File: config.mk
export PLATFORM = sky130hd
export DESIGN_NAME = ica_bridge
export DESIGN_NICKNAME = d
export VERILOG_FILES = /design/src/rtl/ica_pkg.sv /design/src/rtl/ica_bridge.sv /design/src/rtl/ica_lane_align.sv
export SDC_FILE = /design/constraint.sdc
export NUM_CORES = 1
export LEC_CHECK = 0
export ABC_AREA = 1
export BUFFER_PORTS_ARGS = -buffer_cell sky130_fd_sc_hd__buf_4
export CAP_MARGIN = 30
export CORE_UTILIZATION = 35
export CTS_BUF_LIST = sky130_fd_sc_hd__clkbuf_8 sky130_fd_sc_hd__clkbuf_16
export DETAILED_ROUTE_END_ITERATION = 6
export PLACE_DENSITY = 0.62
export SYNTH_ARGS = -nofsm -noshare
export SYNTH_HDL_FRONTEND = slang
export SYNTH_SLANG_ARGS = --single-unit
File: constraint.sdc
create_clock -name clk -period 4.5 [get_ports clk]
set_clock_uncertainty 0.2 [all_clocks]
set_input_delay 0.45 -clock clk [delete_from_list [all_inputs] [get_ports clk]]
set_output_delay 0.45 -clock clk [all_outputs]
set_load 0.02 [all_outputs]
File: src/rtl/ica_pkg.sv
// constants shared by the indirect core register access bridge
package ica_pkg;

   // ---------------------------------------------------------------
   // host register offsets (byte addresses)
   // ---------------------------------------------------------------
   localparam logic [9:0] ICA_OFF_FIFO_FIRST = 10'h000;
   localparam logic [9:0] ICA_OFF_FIFO_LAST = 10'h01C;
   localparam logic [9:0] ICA_OFF_DATA = 10'h300;
   localparam logic [9:0] ICA_OFF_CMD = 10'h304;
   localparam logic [9:0] ICA_OFF_PRD_WIN = 10'h308;
   localparam logic [9:0] ICA_OFF_PRD_CMD = 10'h30C;

   // ---------------------------------------------------------------
   // field positions
   // ---------------------------------------------------------------
   localparam int ICA_CMD_BUSY_BIT = 31;
   localparam int ICA_CMD_DIR_BIT = 30;
   localparam int ICA_CMD_SIZE_MSB = 18;
   localparam int ICA_CMD_SIZE_LSB = 16;
   localparam int ICA_CMD_ADDR_MSB = 15;
   localparam int ICA_WIN_LEN_MSB = 31;
   localparam int ICA_WIN_LEN_LSB = 16;
   localparam int ICA_WIN_START_MSB = 15;
   localparam int ICA_PRD_RUN_BIT = 31;
   localparam int ICA_PRD_ABORT_BIT = 30;
   localparam int ICA_PRD_CNT_MSB = 12;
   localparam int ICA_PRD_CNT_LSB = 8;
   localparam int ICA_PRD_AVAIL_BIT = 0;

   // ---------------------------------------------------------------
   // reset values and counts
   // ---------------------------------------------------------------
   localparam logic [31:0] ICA_RST_WORD = 32'h0000_0000;
   localparam logic [15:0] ICA_RST_HALF = 16'h0000;
   localparam logic [2:0] ICA_RST_SIZE = 3'h0;
   localparam logic [4:0] ICA_RST_CNT = 5'h00;
   localparam int ICA_FIFO_DEPTH_WORDS = 16;
   localparam logic [2:0] ICA_BYTES_PER_WORD = 3'h4;

   // ---------------------------------------------------------------
   // state machines, gray coded
   // ---------------------------------------------------------------
   typedef enum logic {
      ICA_CS_IDLE = 1'b0,
      ICA_CS_WAIT = 1'b1
   } ica_csr_state_e;

   typedef enum logic {
      ICA_PS_IDLE = 1'b0,
      ICA_PS_WAIT = 1'b1
   } ica_prd_state_e;

   // byte mask for an access of 1 to 4 bytes, low aligned
   function automatic logic [3:0] ica_size_mask(input logic [2:0] size);
      logic [3:0] m;
      m = 4'h0;
      case (size)
         3'h1: m = 4'h1;
         3'h2: m = 4'h3;
         3'h3: m = 4'h7;
         3'h4: m = 4'hF;
         default: m = 4'h0;
      endcase
      return m;
   endfunction

endpackage

File: src/rtl/ica_bridge.sv
// indirect core register access and process ram read window bridge
`timescale 1ns/100ps
`default_nettype none

// Overview of operation
// data register carries value moved to or from the selected core register
// data right-justified in the register; bridge aligns lanes toward the core
// data read returns core data when direction is read, else last write
// writing one to busy launches one core access at target offset
// busy holds until done then self-clears; read data valid then
// writing zero to busy has no effect
// host leaves command and data registers alone while busy
// direction select zero writes, one reads; resets to zero
// access width is 1, 2 or 4 bytes only
// target offset is a 16-bit byte address in the core map
// host aligns 2-byte and 4-byte accesses
// read byte count decrements as bytes are fetched
// read start address increments as bytes are fetched
// host leaves read window alone while reading runs
// every fetched byte lies within 1000h to 2FFFh
// running flag starts fetch; self-clears when whole transfer ends
// host reads fifo only while data-available shows one
// word counter rises on fetch, drops per host word read
// reserved command bits read zero and ignore writes
// data, command and read window reset to zero

module ica_bridge
   import ica_pkg::*;
#(
   parameter int FIFO_DEPTH = ICA_FIFO_DEPTH_WORDS
)
(
   input wire logic clk,
   input wire logic rst,
   input wire logic [9:0] host_addr,
   input wire logic host_wr,
   input wire logic host_rd,
   input wire logic [31:0] host_wdata,
   output logic [31:0] host_rdata_q,
   output logic host_rvalid_q,
   output logic csr_req_q,
   output logic csr_we_q,
   output logic [15:0] target_register_offset_q,
   output logic [3:0] csr_be_q,
   output logic [31:0] csr_wdata_q,
   input wire logic csr_ack,
   input wire logic [31:0] csr_rdata,
   output logic pram_req_q,
   output logic [15:0] pram_addr_q,
   input wire logic pram_ack,
   input wire logic [31:0] pram_rdata,
   output logic fifo_push_q,
   output logic [31:0] fifo_data_q,
   output logic [3:0] fifo_be_q,
   output logic fifo_flush_q
);

   // ---------------------------------------------------------------
   // host access decode
   // ---------------------------------------------------------------
   logic wr_data, wr_cmd, wr_win, wr_prd, rd_fifo;

   always_comb begin
      wr_data = 1'b0;
      wr_cmd = 1'b0;
      wr_win = 1'b0;
      wr_prd = 1'b0;
      if (host_wr && host_addr == ICA_OFF_DATA) begin
         wr_data = 1'b1;
      end else if (host_wr && host_addr == ICA_OFF_CMD) begin
         wr_cmd = 1'b1;
      end else if (host_wr && host_addr == ICA_OFF_PRD_WIN) begin
         wr_win = 1'b1;
      end else if (host_wr && host_addr == ICA_OFF_PRD_CMD) begin
         wr_prd = 1'b1;
      end
      rd_fifo = host_rd && host_addr <= ICA_OFF_FIFO_LAST;
   end

   // ---------------------------------------------------------------
   // indirect core register access
   // ---------------------------------------------------------------
   ica_csr_state_e cs_q, cs_d;
   logic [31:0] wr_val_q, wr_val_d;
   logic [31:0] rd_val_q, rd_val_d;
   logic dir_q, dir_d;
   logic [2:0] size_q, size_d;
   logic [15:0] target_q, target_d;
   logic csr_req_d, csr_we_d;
   logic [15:0] target_register_offset_d;
   logic [3:0] csr_be_d;
   logic [31:0] csr_wdata_d;
   logic [31:0] lane_wdata, just_rdata;
   logic [3:0] lane_be;

   ica_lane_align u_align (
      .addr_lo(target_q[1:0]),
      .size_bytes(size_q),
      .just_wdata(wr_val_q),
      .lane_rdata(csr_rdata),
      .lane_wdata(lane_wdata),
      .byte_en(lane_be),
      .just_rdata(just_rdata)
   );

   always_comb begin
      cs_d = cs_q;
      wr_val_d = wr_val_q;
      rd_val_d = rd_val_q;
      dir_d = dir_q;
      size_d = size_q;
      target_d = target_q;
      csr_req_d = csr_req_q;
      csr_we_d = csr_we_q;
      target_register_offset_d = target_register_offset_q;
      csr_be_d = csr_be_q;
      csr_wdata_d = csr_wdata_q;
      if (wr_data) begin
         wr_val_d = host_wdata;
      end
      if (wr_cmd) begin
         dir_d = host_wdata[ICA_CMD_DIR_BIT];
         size_d = host_wdata[ICA_CMD_SIZE_MSB:ICA_CMD_SIZE_LSB];
         target_d = host_wdata[ICA_CMD_ADDR_MSB:0];
      end
      case (cs_q)
         ICA_CS_IDLE: begin
            // a zero in the busy bit only updates the fields
            if (wr_cmd && host_wdata[ICA_CMD_BUSY_BIT]) begin
               cs_d = ICA_CS_WAIT;
               csr_req_d = 1'b1;
            end
         end
         ICA_CS_WAIT: begin
            if (csr_ack) begin
               cs_d = ICA_CS_IDLE;
               csr_req_d = 1'b0;
               if (dir_q) begin
                  rd_val_d = just_rdata;
               end
            end
         end
         default: cs_d = ICA_CS_IDLE;
      endcase
      // launch snapshot of the fields, refreshed every waiting cycle until the core answers
      if (cs_q == ICA_CS_WAIT && !csr_ack) begin
         csr_we_d = !dir_q;
         target_register_offset_d = target_q;
         csr_be_d = lane_be;
         csr_wdata_d = lane_wdata;
      end
   end

   always_ff @(posedge clk) begin
      if (rst) begin
         cs_q <= ICA_CS_IDLE;
         wr_val_q <= ICA_RST_WORD;
         rd_val_q <= ICA_RST_WORD;
         dir_q <= 1'b0;
         size_q <= ICA_RST_SIZE;
         target_q <= ICA_RST_HALF;
         csr_req_q <= 1'b0;
         csr_we_q <= 1'b0;
         target_register_offset_q <= ICA_RST_HALF;
         csr_be_q <= 4'h0;
         csr_wdata_q <= ICA_RST_WORD;
      end else begin
         cs_q <= cs_d;
         wr_val_q <= wr_val_d;
         rd_val_q <= rd_val_d;
         dir_q <= dir_d;
         size_q <= size_d;
         target_q <= target_d;
         csr_req_q <= csr_req_d;
         csr_we_q <= csr_we_d;
         target_register_offset_q <= target_register_offset_d;
         csr_be_q <= csr_be_d;
         csr_wdata_q <= csr_wdata_d;
      end
   end

   // ---------------------------------------------------------------
   // process ram read fetch engine
   // ---------------------------------------------------------------
   ica_prd_state_e ps_q, ps_d;
   logic run_q, run_d;
   logic [15:0] len_q, len_d;
   logic [15:0] start_q, start_d;
   logic [4:0] cnt_q, cnt_d;
   logic pram_req_d;
   logic [15:0] pram_addr_d;
   logic fifo_push_d, fifo_flush_d;
   logic [31:0] fifo_data_d;
   logic [3:0] fifo_be_d;
   logic [2:0] room, take;
   logic pop, abort;

   always_comb begin
      ps_d = ps_q;
      run_d = run_q;
      len_d = len_q;
      start_d = start_q;
      cnt_d = cnt_q;
      pram_req_d = pram_req_q;
      pram_addr_d = pram_addr_q;
      fifo_push_d = 1'b0;
      fifo_flush_d = 1'b0;
      fifo_data_d = fifo_data_q;
      fifo_be_d = fifo_be_q;
      // bytes of this fetch: up to the next word boundary or the end
      room = ICA_BYTES_PER_WORD - {1'b0, start_q[1:0]};
      take = (len_q < {13'h0000, room}) ? len_q[2:0] : room;
      abort = wr_prd && host_wdata[ICA_PRD_ABORT_BIT];
      // reads while empty are ignored by the counter
      pop = rd_fifo && cnt_q != ICA_RST_CNT;
      if (pop) begin
         cnt_d = cnt_q - 5'h01;
      end
      if (wr_win && !run_q) begin
         len_d = host_wdata[ICA_WIN_LEN_MSB:ICA_WIN_LEN_LSB];
         start_d = host_wdata[ICA_WIN_START_MSB:0];
      end
      if (wr_prd && host_wdata[ICA_PRD_RUN_BIT] && !run_q) begin
         run_d = 1'b1;
      end
      case (ps_q)
         ICA_PS_IDLE: begin
            if (run_q && len_q == ICA_RST_HALF) begin
               run_d = 1'b0;
            end else if (run_q && int'(cnt_q) < FIFO_DEPTH) begin
               ps_d = ICA_PS_WAIT;
               pram_req_d = 1'b1;
               pram_addr_d = {start_q[15:2], 2'b00};
            end
         end
         ICA_PS_WAIT: begin
            if (pram_ack) begin
               ps_d = ICA_PS_IDLE;
               pram_req_d = 1'b0;
               fifo_push_d = 1'b1;
               fifo_data_d = pram_rdata;
               fifo_be_d = 4'((ica_size_mask(take) << start_q[1:0]));
               len_d = len_q - {13'h0000, take};
               start_d = start_q + {13'h0000, take};
               cnt_d = cnt_d + 5'h01;
            end
         end
         default: ps_d = ICA_PS_IDLE;
      endcase
      if (abort) begin
         ps_d = ICA_PS_IDLE;
         run_d = 1'b0;
         pram_req_d = 1'b0;
         fifo_push_d = 1'b0;
         fifo_flush_d = 1'b1;
         cnt_d = ICA_RST_CNT;
      end
   end

   always_ff @(posedge clk) begin
      if (rst) begin
         ps_q <= ICA_PS_IDLE;
         run_q <= 1'b0;
         len_q <= ICA_RST_HALF;
         start_q <= ICA_RST_HALF;
         cnt_q <= ICA_RST_CNT;
         pram_req_q <= 1'b0;
         pram_addr_q <= ICA_RST_HALF;
         fifo_push_q <= 1'b0;
         fifo_flush_q <= 1'b0;
         fifo_data_q <= ICA_RST_WORD;
         fifo_be_q <= 4'h0;
      end else begin
         ps_q <= ps_d;
         run_q <= run_d;
         len_q <= len_d;
         start_q <= start_d;
         cnt_q <= cnt_d;
         pram_req_q <= pram_req_d;
         pram_addr_q <= pram_addr_d;
         fifo_push_q <= fifo_push_d;
         fifo_flush_q <= fifo_flush_d;
         fifo_data_q <= fifo_data_d;
         fifo_be_q <= fifo_be_d;
      end
   end

   // ---------------------------------------------------------------
   // host read path
   // ---------------------------------------------------------------
   logic [31:0] host_rdata_d;
   logic busy;

   always_comb begin
      busy = cs_q == ICA_CS_WAIT;
      host_rdata_d = ICA_RST_WORD;
      if (host_addr == ICA_OFF_DATA) begin
         host_rdata_d = dir_q ? rd_val_q : wr_val_q;
      end else if (host_addr == ICA_OFF_CMD) begin
         host_rdata_d[ICA_CMD_BUSY_BIT] = busy;
         host_rdata_d[ICA_CMD_DIR_BIT] = dir_q;
         host_rdata_d[ICA_CMD_SIZE_MSB:ICA_CMD_SIZE_LSB] = size_q;
         host_rdata_d[ICA_CMD_ADDR_MSB:0] = target_q;
      end else if (host_addr == ICA_OFF_PRD_WIN) begin
         host_rdata_d = {len_q, start_q};
      end else if (host_addr == ICA_OFF_PRD_CMD) begin
         host_rdata_d[ICA_PRD_RUN_BIT] = run_q;
         host_rdata_d[ICA_PRD_CNT_MSB:ICA_PRD_CNT_LSB] = cnt_q;
         host_rdata_d[ICA_PRD_AVAIL_BIT] = cnt_q != ICA_RST_CNT;
      end
   end

   always_ff @(posedge clk) begin
      if (rst) begin
         host_rdata_q <= ICA_RST_WORD;
         host_rvalid_q <= 1'b0;
      end else begin
         host_rdata_q <= host_rdata_d;
         host_rvalid_q <= host_rd;
      end
   end

endmodule

`default_nettype wire

File: src/rtl/ica_lane_align.sv
// byte lane steering between right-justified data and core lanes
`timescale 1ns/100ps
`default_nettype none

module ica_lane_align
   import ica_pkg::*;
(
   input wire logic [1:0] addr_lo,
   input wire logic [2:0] size_bytes,
   input wire logic [31:0] just_wdata,
   input wire logic [31:0] lane_rdata,
   output logic [31:0] lane_wdata,
   output logic [3:0] byte_en,
   output logic [31:0] just_rdata
);

   logic [3:0] low_mask;
   logic [31:0] bit_mask;
   logic [31:0] shifted;

   always_comb begin
      low_mask = ica_size_mask(size_bytes);
      byte_en = 4'((low_mask << addr_lo));
      lane_wdata = just_wdata << {addr_lo, 3'b000};
      shifted = lane_rdata >> {addr_lo, 3'b000};
      for (int i = 0; i < 4; i++) begin
         bit_mask[i*8 +: 8] = {8{low_mask[i]}};
      end
      just_rdata = shifted & bit_mask;
   end

endmodule

`default_nettype wire

=== Word-level counts from Yosys, hierarchy flattened ===
Cells that the tools add are included.

* Register bits: 264
* Output and inout port bits: 142
* Word-level logic and storage cells: 139

* Add/sub/neg operators: 5
* Magnitude comparators: 3
* Equality and inequality tests: 17
* Shift operators: 4
* Muxes and demuxes: 56
* Bitwise logic cells: 4
* Reductions and logical operators: 26

{| class="wikitable"
|+ Operators by type and width
! operator !! number
|-
| 16-bit two-way mux || 6
|-
| 32-bit two-way mux || 2
|-
| 10-bit == test, second input constant || 4
|-
| 32-bit AND || 1
|-
| 4-bit case mux with 4 select lines || 2
|-
| 32-bit by 5-bit << shifter with 32-bit output || 1
|-
| 32-bit by 5-bit right shift with 32-bit output || 1
|-
| 1-bit two-way mux || 29
|-
| 5-bit two-way mux || 5
|-
| 19-bit two-way mux || 1
|-
| 18-bit two-way mux || 1
|-
| 16-bit by 3-bit adder with 16-bit output || 1
|-
| 16-bit logical NOT || 1
|-
| 16-bit by 3-bit less-than comparator with 1-bit output || 1
|-
| 16-bit by 3-bit subtractor with 16-bit output || 1
|-
| 1-bit logical AND || 14
|-
| 3-bit by 2-bit == test with 1-bit output, second input constant || 4
|-
| 11-bit two-way mux || 1
|-
| 10-bit by 5-bit less-or-equal comparator with 1-bit output, second input constant || 1
|-
| 2-bit inequality test, second input constant || 5
|-
| 3-bit AND reduction || 3
|-
| 4-bit two-way mux || 2
|-
| 1-bit case mux with 2 select lines || 4
|-
| 4-bit by 2-bit << shifter with 4-bit output || 2
|-
| other kinds (15) || 22
|}

=== Depth between registers and ports, before layout ===
* Word-level depth: 11
* Gate-level depth with buffers: 23
* Depth with buffers taken out: 23

=== By module ===
A second synthesis with hierarchy kept.

* Cell total of the unflattened synthesis: 1802
* Area, all modules: 12672.2 um^2

{| class="wikitable"
|+ Modules (own cells, without submodules)
! module !! instances !! cells each !! area each (um^2)
|-
| ica_bridge || 1 || 1542 || 11342.1
|-
| ica_lane_align || 1 || 260 || 1330.0
|}

=== Worst setup path after synthesis ===
Ideal clock, no wire load.

* Kind: register to register
* Start point: reg start_q[0]
* End point: reg start_q[12]
* Arrival time: 2.820 ns
* Data required time: 4.169 ns
* Path slack: 1.349 ns
* Cell stages (with the launch flop): 22
* Buffers on the path: 0
* Path through: dfxtp_1 > inv_1 > ha_1 > inv_1 > ha_1 > or2_1 > nor2_4 > nand3_4 > inv_1 > o21ai_1 > inv_1 > ha_1 > inv_1 > fa_1 > nand2_1 > inv_2 > nor2_4 > nand2_1 > nand2_1 > nand2_1 > nand2_1 > a21oi_2

* Longest elaborated chain between the ends: 6

{| class="wikitable"
|+ RTL lines
! what !! line !! RTL
|-
| start, declared || ica_bridge.sv:188 || <nowiki>logic [15:0] start_q, start_d;</nowiki>
|-
| start signal, assigned || ica_bridge.sv:277 || <nowiki>start_q <= start_d;</nowiki>
|-
| 3-bit by 2-bit subtractor with 3-bit output || ica_bridge.sv:211 || <nowiki>room = ICA_BYTES_PER_WORD - {1'b0, start_q[1:0]};</nowiki>
|-
| 16-bit by 3-bit less-than comparator with 1-bit output || ica_bridge.sv:212 || <nowiki>take = (len_q < {13'h0000, room}) ? len_q[2:0] : room;</nowiki>
|-
| 3-bit two-way mux || ica_bridge.sv:212 ||
|-
| 16-bit by 3-bit adder with 16-bit output * || ica_bridge.sv:244 || <nowiki>start_d = start_q + {13'h0000, take};</nowiki>
|-
| 16-bit two-way mux * || ica_bridge.sv:237 || <nowiki>if (pram_ack) begin</nowiki>
|-
| 16-bit two-way mux * || ica_bridge.sv:226 || <nowiki>case (ps_q)</nowiki>
|}

Mark *: on every way between the ends. The rest lies on a longest branch, timed or not.
A chain may end at the register's enable or synchronous reset.

=== Worst setup path in the final report ===
Ends and elaborated chain as after synthesis.

==> out/summary.txt <==
Initial antenna violation count - 1
CTS tree - done
Worst hold endpoint - target_q[11]
Tightest Hold Check Type - in -> reg
Syn avg cell area - 7.02 µm²
Routed wire per std cell - 18.2 µm
Total number of vias - 12800
H-tree depth - 1
Clock Sinks - 264
Nets - 2108
Worst-path clk slew - 0.06 ns
Mapped Area - 0.0123 mm²
Clock period minus worst slack - 3.58 ns
Total GRT Usage - 24.2%
Die area - 0.0358 mm²
CP dominant cell by count - inv_1
Global-route wire length before repair - 68.2 mm
Row cnt - 68
R2R cell count - 20
Max_slew headroom - 32.5%
CP Class - reg -> reg
Max cap viols - 0
Drt pass-1 iters - 5
HPWL after DPL - 32.0 mm
Ranking of synthesized cells by area - dfxtp_1, nand2_1, a21oi_1, o21ai_0, inv_1
Area Overhead vs Synth - 29.7%
Vias in the first global route - 11900
Pre-CTS WS - 0.962 ns
Routability Congestion - 0.893
CP Cell Sequence - inv_1 -> ha_1 -> inv_1 -> ha_1 -> or2_1 -> nor2_4 -> nand3_4 -> inv_1 -> o21ai_1 -> inv_1 -> ha_1 -> inv_1 -> fa_1 -> nand2_1 -> inv_2 -> nor2_4 -> nand3_1 -> nand2_1 -> nand2_1 -> a21oi_2
CP max stage cell - fa_1
RSZ-0062 raised after global routing - false
Share of the synthesized area in the top cell type - 43.1%
Flops & latches, synth - 264
Worst-Margin Slew - 1.01 ns
Die W - 189 µm
Critical path arrival - 3.88 ns
Setup crit start kind - flop
Max Root-Sink Buffers - 3
Grt ovf - 0
CTS buffer count - 31
Worst-path maximum fanout - 8
Worst reg2reg endpoint - start_q[12]
ANT nets after route - 0
Tcrit/Tclk final - 79.5%
Final Hold Viols - 0
VDD IR max - 0.293 mV
Final WS setup - 0.923 ns
Critical Path RT - 4.80 ns
Cell taking the most area after synthesis - dfxtp_1
Number of I/O port buffers - 251
Max Slew Vio Count - 0
Die Y - 189 µm
Initial Utilization - 35.5%
1st-iter DRT viols - 1024
DRC - 0
Gates resized, CTS repair - 0
Sequential area share after synthesis - 43.1%
Max Clk Rate - 280 MHz
Most frequent cells in the layout - nand2_1, buf_4, dfxtp_1
Root buf cell - clkbuf_16
Worst skew pair latency - 0.58 ns
CORE AREA - 0.0345 mm²
Worst r2r src - start_q[0]
Io pins - 254
Tot Pwr - 5160 µW
Status - finished, final reports clean
Mean number of vias per cell - 5.22
Leak Pwr - 0.00679 µW
Setup TNS - 0 ns
Most common cell after layout, fill and taps aside - nand2_1
Min-Delay Path Depth - 3
Share of cells above drive strength 1 - 18.6%
Worst Hold Slack - 0.00620 ns
Largest net degree at the start of global routing - 74
Max incr delay on CP - 0.43 ns
Hold Startpoint - host_wdata[11]
Distinct cells, synth - 43
# diodes - 0
Cell count after synthesis - 1747
Setup violators final - 0
Pwr/cell area - 325 mW/mm²
CP endpoint kind - flop
Warnings, synthesis - 0
WL final - 44.8 mm
R2R Setup Slk - 0.92 ns
cells in the mapped netlist, drive strengths merged:
cell type,number
a21oi,232
nor4,8
conb,1
xor2,2
nor2,148
inv,181
nand2,390
ha,9
o21ai,212
nand4,23
nand3,59
o22ai,14
dfxtp,264
nor3,9
a31oi,13
o221ai,2
nor3b,1
nand3b,1
clkbuf,85
or2,6
a221oi,2
buf,20
a21boi,1
o211ai,62
fa,2
critical path, delay by kind of cell (launching register included):
| family | cells | cell delay, ns |
|---|---|---|
| AOI/OAI and AO/OA | 2 | 0.24 |
| adders and majority gates | 4 | 1.05 |
| DFF | 1 | 0.35 |
| and+or+nand+nor | 8 | 1.06 |
| buffers and inverters | 6 | 0.62 |
repair_timing:
action / in CTS / in global routing
hold buffers: 44 / 0
hold endpoints to repair: 46 / 0
setup endpoints to repair: 0 / 0
setup buffers: 0 / 0
sequential cells by signal, summed over array words and instances (netlist names), 5 cells and up:
| signal | cells |
|---|---|
| target_register_offset_q | 16 |
| rd_val_q | 32 |
| wr_val_q | 32 |
| csr_wdata_q | 32 |
| start_q | 16 |
| target_q | 16 |
| fifo_data_q | 32 |
| len_q | 16 |
| host_rdata_q | 32 |
| pram_addr_q | 14 |
| cnt_q | 5 |
cells by family after synthesis:
group | share of synthesized area [%]
adder cells (fa/ha/maj) | 1.25
XOR/XNOR | 0.143
other | 0.0306
flip-flops | 43.1
AO/OA/AOI/OAI | 23.7
AND/OR/NAND/NOR | 22.8
buffers and inverters | 9.00
power by group:
group / internal (µW) / switching [µW] / leakage [µW]
combinational: 110 / 130 / 0.00415
sequential: 2340 / 0.580 / 0.00213
clock: 1520 / 1060 / 0.000521
worst max-delay path by stage:
stage,endpoint,start,slack (ns),depth (start not counted)
global route,start_q[4],start_q[0],0.70,20
floorplan,start_q[12],start_q[0],1.35,21
finish,start_q[12],start_q[0],0.92,20
CTS,start_q[12],start_q[1],0.93,20
detailed placement,start_q[12],start_q[0],0.96,21
global placement,start_q[12],start_q[0],1.05,21
layer usage:
layer  vias to the layer above  global-route usage, %  routed length [µm]
met5                         -                      0                   0
met3                        72                   4.06                3130
met4                         0                   7.91                1430
li1                       6274                      -                   -
met2                       474                   40.6               21000
met1                      6026                   31.4               19200
final cells by class:
class / count / area (µm²)
Tap cell: 455 / 569
Inverter: 181 / 681
Timing Repair Buffer: 309 / 2430
Multi-Input combinational cell: 1198 / 5880
Clock buffer: 40 / 900
Clock inverter: 16 / 158
Fill cell: 3566 / 18600
Sequential cell: 264 / 5290
through the flow:
| step | instance area, µm² | cells | util [%] |
|---|---|---|---|
| 6_report | 15900 | 2463 | 46.0 |
| 5_1_grt | 15900 | 2463 | 46.0 |
| 4_1_cts | 15900 | 2463 | 46.0 |
| 3_5_place_dp | 14400 | 2363 | 41.7 |
| 3_3_place_gp | 14400 | 2362 | 41.7 |
| 2_1_floorplan | 12300 | 1748 | - |
No activity file was read; power rests on OpenSTA's default activity.
